### config.mk
export PLATFORM = sky130hd
export DESIGN_NAME = afs_frame_sync_pins
export DESIGN_NICKNAME = d
export VERILOG_FILES = /design/src/rtl/afs_pkg.sv /design/src/rtl/afs_frame_sync_pins.sv
export VERILOG_INCLUDE_DIRS = /design/src /design/src/rtl
export SDC_FILE = /design/constraint.sdc
export NUM_CORES = 1
export LEC_CHECK = 0
export BUFFER_PORTS_ARGS = -buffer_cell sky130_fd_sc_hd__buf_4
export CORE_MARGIN = 5
export CORE_UTILIZATION = 49
export DETAILED_ROUTE_END_ITERATION = 16
export PLACE_DENSITY = 0.83
export SYNTH_ARGS = -nofsm -noshare
export SYNTH_HDL_FRONTEND = slang
export SYNTH_SLANG_ARGS = --single-unit
### constraint.sdc
create_clock -name clock_i -period 2.1 [get_ports clock_i]
set_input_delay 0.21 -clock clock_i [delete_from_list [all_inputs] [get_ports clock_i]]
set_output_delay 0.21 -clock clock_i [all_outputs]
set_load 0.05 [all_outputs]
### src/rtl/afs_regs.svh
// register offsets, field positions and reset values of the frame-sync pin block
`ifndef AFS_REGS_SVH
`define AFS_REGS_SVH
`define AFS_OFF_CTRL 4'h0
`define AFS_OFF_GPIO 4'h4
`define AFS_OFF_STAT 4'h8
`define AFS_B_SYN 0
`define AFS_B_TX_EXT_BUFFER_ENABLE_SELECT 1
`define AFS_B_RX_FRAME_SYNC_DIRECTION 2
`define AFS_B_TX_FRAME_SYNC_DIRECTION 3
`define AFS_B_RCKD 4
`define AFS_B_NET 5
`define AFS_B_OF0 6
`define AFS_B_OF1 7
`define AFS_B_PEN 8
`define AFS_B_GDATA 6
`define AFS_CTRL_RST 9'h000
`define AFS_GPIO_RST 9'h000
`endif

### src/rtl/afs_pkg.sv
// types of the frame-sync pin block
package afs_pkg;
    typedef enum logic [1:0]
    {
        AFS_OFF = 2'b00,
        AFS_IN = 2'b01,
        AFS_OUT = 2'b10
    } afs_pin_cfg_t;

    typedef struct packed
    {
        logic out;
        logic oe;
    } afs_pin_drv_t;

    typedef struct packed
    {
        logic [8:0] ctrl;
        logic [8:0] gpio;
        logic [2:0] s1;
        logic [2:0] s2;
        logic fs_prev;
        logic if0;
        logic if1;
        logic of0_pin;
        logic of1_pin;
        logic rx_fs;
        logic tx_fs;
        logic rx_clk;
        logic [2:0] pout;
        logic [2:0] poe;
        logic [31:0] rdata;
    } afs_state_t;
endpackage

### src/rtl/afs_frame_sync_pins.sv
// frame-sync, serial-flag and general-purpose pin logic of the second audio port
`include "afs_regs.svh"

module afs_frame_sync_pins (
    input wire logic clock_i,
    input wire logic rst_n_i,
    input wire logic ce_i,
    input wire logic [3:0] addr_i,
    input wire logic [31:0] wdata_i,
    input wire logic wr_i,
    input wire logic rd_i,
    output logic [31:0] rdata_o,
    input wire logic rx_fs_gen_i,
    input wire logic tx_fs_gen_i,
    input wire logic rx_clk_gen_i,
    input wire logic tx_buf_en_i,
    input wire logic slot_i,
    input wire logic rx_frame_sync_pin_i,
    output afs_pkg::afs_pin_drv_t rx_frame_sync_pin_o,
    input wire logic tx_frame_sync_pin_i,
    output afs_pkg::afs_pin_drv_t tx_frame_sync_pin_o,
    input wire logic rx_bit_clock_pin_i,
    output afs_pkg::afs_pin_drv_t rx_bit_clock_pin_o,
    output logic rx_fs_o,
    output logic tx_fs_o,
    output logic rx_bit_clk_o,
    output logic input_flag_zero_o,
    output logic input_flag_one_o
);

    // ----------------------------------------
    // reset release
    // ----------------------------------------
    logic [1:0] rst_sync_q;
    logic rst_ok;

    always_ff @(posedge clock_i or negedge rst_n_i)
    begin
        if (!rst_n_i)
            rst_sync_q <= 2'h0;
        else
            rst_sync_q <= {rst_sync_q[0], 1'b1};
    end

    assign rst_ok = rst_sync_q[1];

    // ----------------------------------------
    // state and decoded controls
    // ----------------------------------------
    afs_pkg::afs_state_t q;
    afs_pkg::afs_state_t d;
    logic en, syn, tx_ext_buffer_enable_select, rx_frame_sync_direction, tx_frame_sync_direction, rckd, net;
    logic ev;
    logic [2:0] pins_in;
    afs_pkg::afs_pin_cfg_t cfg [3];

    assign en = q.ctrl[`AFS_B_PEN];
    assign syn = q.ctrl[`AFS_B_SYN];
    assign tx_ext_buffer_enable_select = q.ctrl[`AFS_B_TX_EXT_BUFFER_ENABLE_SELECT];
    assign rx_frame_sync_direction = q.ctrl[`AFS_B_RX_FRAME_SYNC_DIRECTION];
    assign tx_frame_sync_direction = q.ctrl[`AFS_B_TX_FRAME_SYNC_DIRECTION];
    assign rckd = q.ctrl[`AFS_B_RCKD];
    assign net = q.ctrl[`AFS_B_NET];
    assign pins_in = {rx_bit_clock_pin_i, tx_frame_sync_pin_i, rx_frame_sync_pin_i};
    // flag alignment: slot strobe in network mode, frame start otherwise
    assign ev = net ? slot_i : (q.tx_fs & ~q.fs_prev);

    always_comb
    begin
        for (int i = 0; i < 3; i++)
            cfg[i] = afs_pkg::afs_pin_cfg_t'(q.gpio[2*i +: 2]);
    end

    // ----------------------------------------
    // next state
    // ----------------------------------------
    always_comb
    begin
        d = q;
        if (ce_i)
        begin
            d.s1 = pins_in;
            d.s2 = q.s1;
            d.fs_prev = q.tx_fs;
            // register port
            if (wr_i && addr_i == `AFS_OFF_CTRL)
                d.ctrl = wdata_i[8:0];
            if (wr_i && addr_i == `AFS_OFF_GPIO)
                d.gpio = wdata_i[8:0];
            d.rdata = 32'h0;
            if (rd_i)
            begin
                case (addr_i)
                    `AFS_OFF_CTRL: d.rdata = {23'h0, q.ctrl};
                    `AFS_OFF_GPIO: d.rdata = {23'h0, q.gpio};
                    `AFS_OFF_STAT:
                    begin
                        d.rdata[0] = q.if0;
                        d.rdata[1] = q.if1;
                        for (int i = 0; i < 3; i++)
                            d.rdata[2 + i] = !en && cfg[i] == afs_pkg::AFS_IN && q.s2[i];
                    end
                    default: d.rdata = 32'h0;
                endcase
            end
            if (!en)
            begin
                // general-purpose mode
                d.rx_fs = 1'b0;
                d.tx_fs = 1'b0;
                d.rx_clk = 1'b0;
                for (int i = 0; i < 3; i++)
                begin
                    d.poe[i] = cfg[i] == afs_pkg::AFS_OUT;
                    d.pout[i] = q.gpio[`AFS_B_GDATA + i];
                end
            end
            else
            begin
                // transmit frame-sync pin
                d.poe[1] = tx_frame_sync_direction;
                d.pout[1] = tx_fs_gen_i;
                d.tx_fs = tx_frame_sync_direction ? tx_fs_gen_i : q.s2[1];
                // receive frame-sync pin
                if (!syn)
                begin
                    d.poe[0] = rx_frame_sync_direction;
                    d.pout[0] = rx_fs_gen_i;
                    d.rx_fs = rx_frame_sync_direction ? rx_fs_gen_i : q.s2[0];
                end
                else
                begin
                    d.rx_fs = d.tx_fs;
                    d.poe[0] = rx_frame_sync_direction;
                    if (tx_ext_buffer_enable_select)
                        d.pout[0] = tx_buf_en_i;
                    else
                    begin
                        d.pout[0] = q.of1_pin;
                        if (ev && rx_frame_sync_direction)
                            d.of1_pin = q.ctrl[`AFS_B_OF1];
                        if (ev && !rx_frame_sync_direction)
                            d.if1 = q.s2[0];
                    end
                end
                // receive bit-clock pin
                d.poe[2] = rckd;
                if (!syn)
                begin
                    d.pout[2] = rx_clk_gen_i;
                    d.rx_clk = rckd ? rx_clk_gen_i : q.s2[2];
                end
                else
                begin
                    d.rx_clk = 1'b0;
                    d.pout[2] = q.of0_pin;
                    if (ev && rckd)
                        d.of0_pin = q.ctrl[`AFS_B_OF0];
                    if (ev && !rckd)
                        d.if0 = q.s2[2];
                end
            end
        end
    end

    // ----------------------------------------
    // state register
    // ----------------------------------------
    always_ff @(posedge clock_i or negedge rst_ok)
    begin
        if (!rst_ok)
        begin
            q <= '0;
            q.ctrl <= `AFS_CTRL_RST;
            q.gpio <= `AFS_GPIO_RST;
        end
        else
            q <= d;
    end

    // ----------------------------------------
    // outputs
    // ----------------------------------------
    assign rdata_o = q.rdata;
    assign rx_frame_sync_pin_o = '{out: q.pout[0], oe: q.poe[0]};
    assign tx_frame_sync_pin_o = '{out: q.pout[1], oe: q.poe[1]};
    assign rx_bit_clock_pin_o = '{out: q.pout[2], oe: q.poe[2]};
    assign rx_fs_o = q.rx_fs;
    assign tx_fs_o = q.tx_fs;
    assign rx_bit_clk_o = q.rx_clk;
    assign input_flag_zero_o = q.if0;
    assign input_flag_one_o = q.if1;
endmodule

==> impl_metrics.toml <==
[sta]
count_of_pins_over_their_slew_limit = 0
worst_slew_pin_slew_ps = 581
final_hold_viol_count = 0
setup_slack_ps = 595
post-route-period-util_pct = 71.7
finalSetupViolations = 0
headroom_to_the_max_slew_limit_pct = 61.2
clock.fmax_mhz = 664
worst_clock_skew_on_the_final_layout_ps = 5.83
post-route-min-period_ps = 1500
final.setup.tns_ps = 0
unrepaired_setup_endpoints_after_global_routing = "false"

[drt]
drt-vias-per-instance = 4.97
totalWireLength_mm = 4.96
drt_iter0_markers = 60
via_count = 1621
route.antenna.remaining_nets = 0
routed_wire_length_per_instance_um = 15.2
drt_pre_antenna_iters = 4
drt_drc_violations_left = 0

[clock_network]
numCtsBuffers = 5
clock_latency_ps = 300
cts-hold-fix-buffers = 1
clockRootBuffer = "sky130_fd_sc_hd__clkbuf_8"
cts_htree_levels = 2
post_cts_resize_count = 0
clk_transition_reported_paths_ps = 90
post_cts.repair.setup_buffers = 0
cts_num_sinks = 49
cts_tree = "built"
cts_max_path_buffers = 2

[finish]
nNetsFinal = 304
multi_input_area_um2 = 1000
final_layout_size_suffix_gt1_share_pct = 35.5
antenna_cells_inserted = 0
final.fill_count = 451
mostFrequentLayoutCells = "48 x sky130_fd_sc_hd__dfrtp_1, 48 x sky130_fd_sc_hd__buf_4, 30 x sky130_fd_sc_hd__mux2_2"
total_area_of_sequential_cells_um2 = 1230
area_growth_synth_to_finish_pct = 12.5

[yosys]
yosysWarningCount = 0
synth_async_sr_flop_share_pct = 100
area_share_of_the_largest_cell_type_after_synthesis_pct = 48.6
yosysSeqAreaShare_pct = 48.6
netlist_instances = 224
synth_area_per_cell_um2 = 11.3
synth_edf_count = 0
post_synth_main_area_contributors = "sky130_fd_sc_hd__dfrtp_1 49%, sky130_fd_sc_hd__mux2_2 13%, sky130_fd_sc_hd__buf_4 12%, sky130_fd_sc_hd__mux2i_1 4.4%, sky130_fd_sc_hd__o22ai_1 3.0%"
synthDominantAreaCellType = "sky130_fd_sc_hd__dfrtp_1"
yosys.cell_types.count = 32
ys_ff_latch = 49
synth_top_flop_cell = "sky130_fd_sc_hd__dfrtp_1"
syn_area_um2 = 2520

[critical_path]
r2r-end = "input_flag_one_o"
setup.worst_path.class = "flip-flop to flip-flop"
rr_startpoint = "en"
critPathArrivalTime_ps = 1700
reg2reg_setup_slack_ps = 600
worst-path-max-fanout = 12
timing.critical_path.required_ps = 2290
depth_of_the_worst_register_to_register_path = 4
setup.worst_path.end_class = "flip-flop"
cp-start-kind = "flip-flop"

[global_route]
gr-usage-all-layers_pct = 15.7
globalRoute.totalOverflow = 0
grt_first_pass_wirelength_mm = 7.85
grt_max_degree = 48
antenna_found_initial = 0
number_of_global_route_vias_before_repair = 1607

[floorplan]
boundaryPins = 92
floorplan.rows = 26
floorplan.initialDensity_pct = 50.1
die_height_um = 81.8
die_area_um2 = 6690
placeableCoreArea_um2 = 5040
die_x_um = 81.8

[power]
ir_drop_v = 0.000528
reported_leakage_power_uw = 0.00135
pwr_density_cell_nw_per_um2 = 865

[placement]
dp.final_hpwl_mm = 3.70
quantity_of_i_o_buffers_inserted_on_ports = 45
finalWeightedCongestion = 0.848
post-place-ws_ps = 518

[worst_hold_path]
worstHoldStart = "wdata_i[7]"
hold_path.class = "input port to flip-flop"
worstHoldPathCells = 2
hold-path-endpoint = "q[68]"

[run]
max_cap_violations = 0

[run_status]
run_status = "finished clean"
## worst max-delay path: stages (launching register included)
cell                      delay (ps)
sky130_fd_sc_hd__dfrtp_1         640
sky130_fd_sc_hd__nand2_1         170
sky130_fd_sc_hd__nor3_1          160
sky130_fd_sc_hd__nand3_1         120
sky130_fd_sc_hd__mux2_2          300
## stage by stage
step           std cells  power (uW)  hold slack (ps)  area, um2  utilization [%]
6_report             326        2460              136       2840             56.3
5_1_grt              326        2590              133       2840             56.3
4_1_cts              326        2480              129       2840             56.3
3_5_place_dp         317        1880            -7.07       2730             54.1
3_3_place_gp         317        1860            -8.26       2730             54.1
2_1_floorplan        246        1750            -85.6       2610                -
## routing by layer
metal / share of wire [%] / GRT usage (%) / vias to the layer above
met5: 0 / 0 / -
met2: 48 / 25.6 / 60
met1: 43 / 20.2 / 784
met4: 1.5 / 5.48 / 0
met3: 7.5 / 3.95 / 8
li1: - / - / 769
## sequential cells by signal, summed over array words and instances (netlist names), 2 cells and up
register / count
q: 19
cfg: 6
rx_bit_clock_pin_o: 2
rx_frame_sync_pin_o: 2
rdata_o: 9
tx_frame_sync_pin_o: 2
rst_sync_q: 2
## cells by family after synthesis
kind of cell	synth area share, %
simple gates	9.52
other cells	0.297
buf+inv	14.9
flops	48.6
compound gates	7.19
mux	19.5
## synthesized netlist by cell type (3+ instances only)
master	number
sky130_fd_sc_hd__buf_4	39
sky130_fd_sc_hd__mux2_2	30
sky130_fd_sc_hd__mux2_1	4
sky130_fd_sc_hd__nor2_1	11
sky130_fd_sc_hd__nand4_1	3
sky130_fd_sc_hd__mux2i_1	11
sky130_fd_sc_hd__nor3b_1	3
sky130_fd_sc_hd__buf_2	3
sky130_fd_sc_hd__clkbuf_1	4
sky130_fd_sc_hd__dfrtp_1	49
sky130_fd_sc_hd__nor2b_1	3
sky130_fd_sc_hd__a21oi_1	13
sky130_fd_sc_hd__o22ai_1	12
sky130_fd_sc_hd__inv_1	13
sky130_fd_sc_hd__nand2_1	5
## worst max path at each step
| stage | from | end | slack (ps) | depth (start not counted) |
|---|---|---|---|---|
| floorplan | tx_fs_o | input_flag_zero_o | 480 | 4 |
| global placement | addr_i[1] | en | 540 | 5 |
| detailed placement | addr_i[1] | q[67] | 520 | 5 |
| CTS | net | q[42] | 590 | 3 |
| global route | net | q[42] | 490 | 3 |
| finish | en | input_flag_one_o | 600 | 4 |
## final cells by class
| class | instances | area share, % |
|---|---|---|
| tap | 70 | 3.08 |
| clock inverter | 1 | 0.176 |
| sequential | 49 | 43.2 |
| inverter | 13 | 1.72 |
| clock buffer | 7 | 3.39 |
| timing repair buffer | 49 | 13.0 |
| multi-input combinational | 137 | 35.4 |
## power by group
| part | internal, uW | total [uW] | switching [uW] |
|---|---|---|---|
| logic | 253 | 661 | 409 |
| clock network | 298 | 594 | 297 |
| registers | 1070 | 1200 | 132 |
| total | 1620 | 2460 | 837 |
Note: power is estimated with default switching activity, not from simulation.
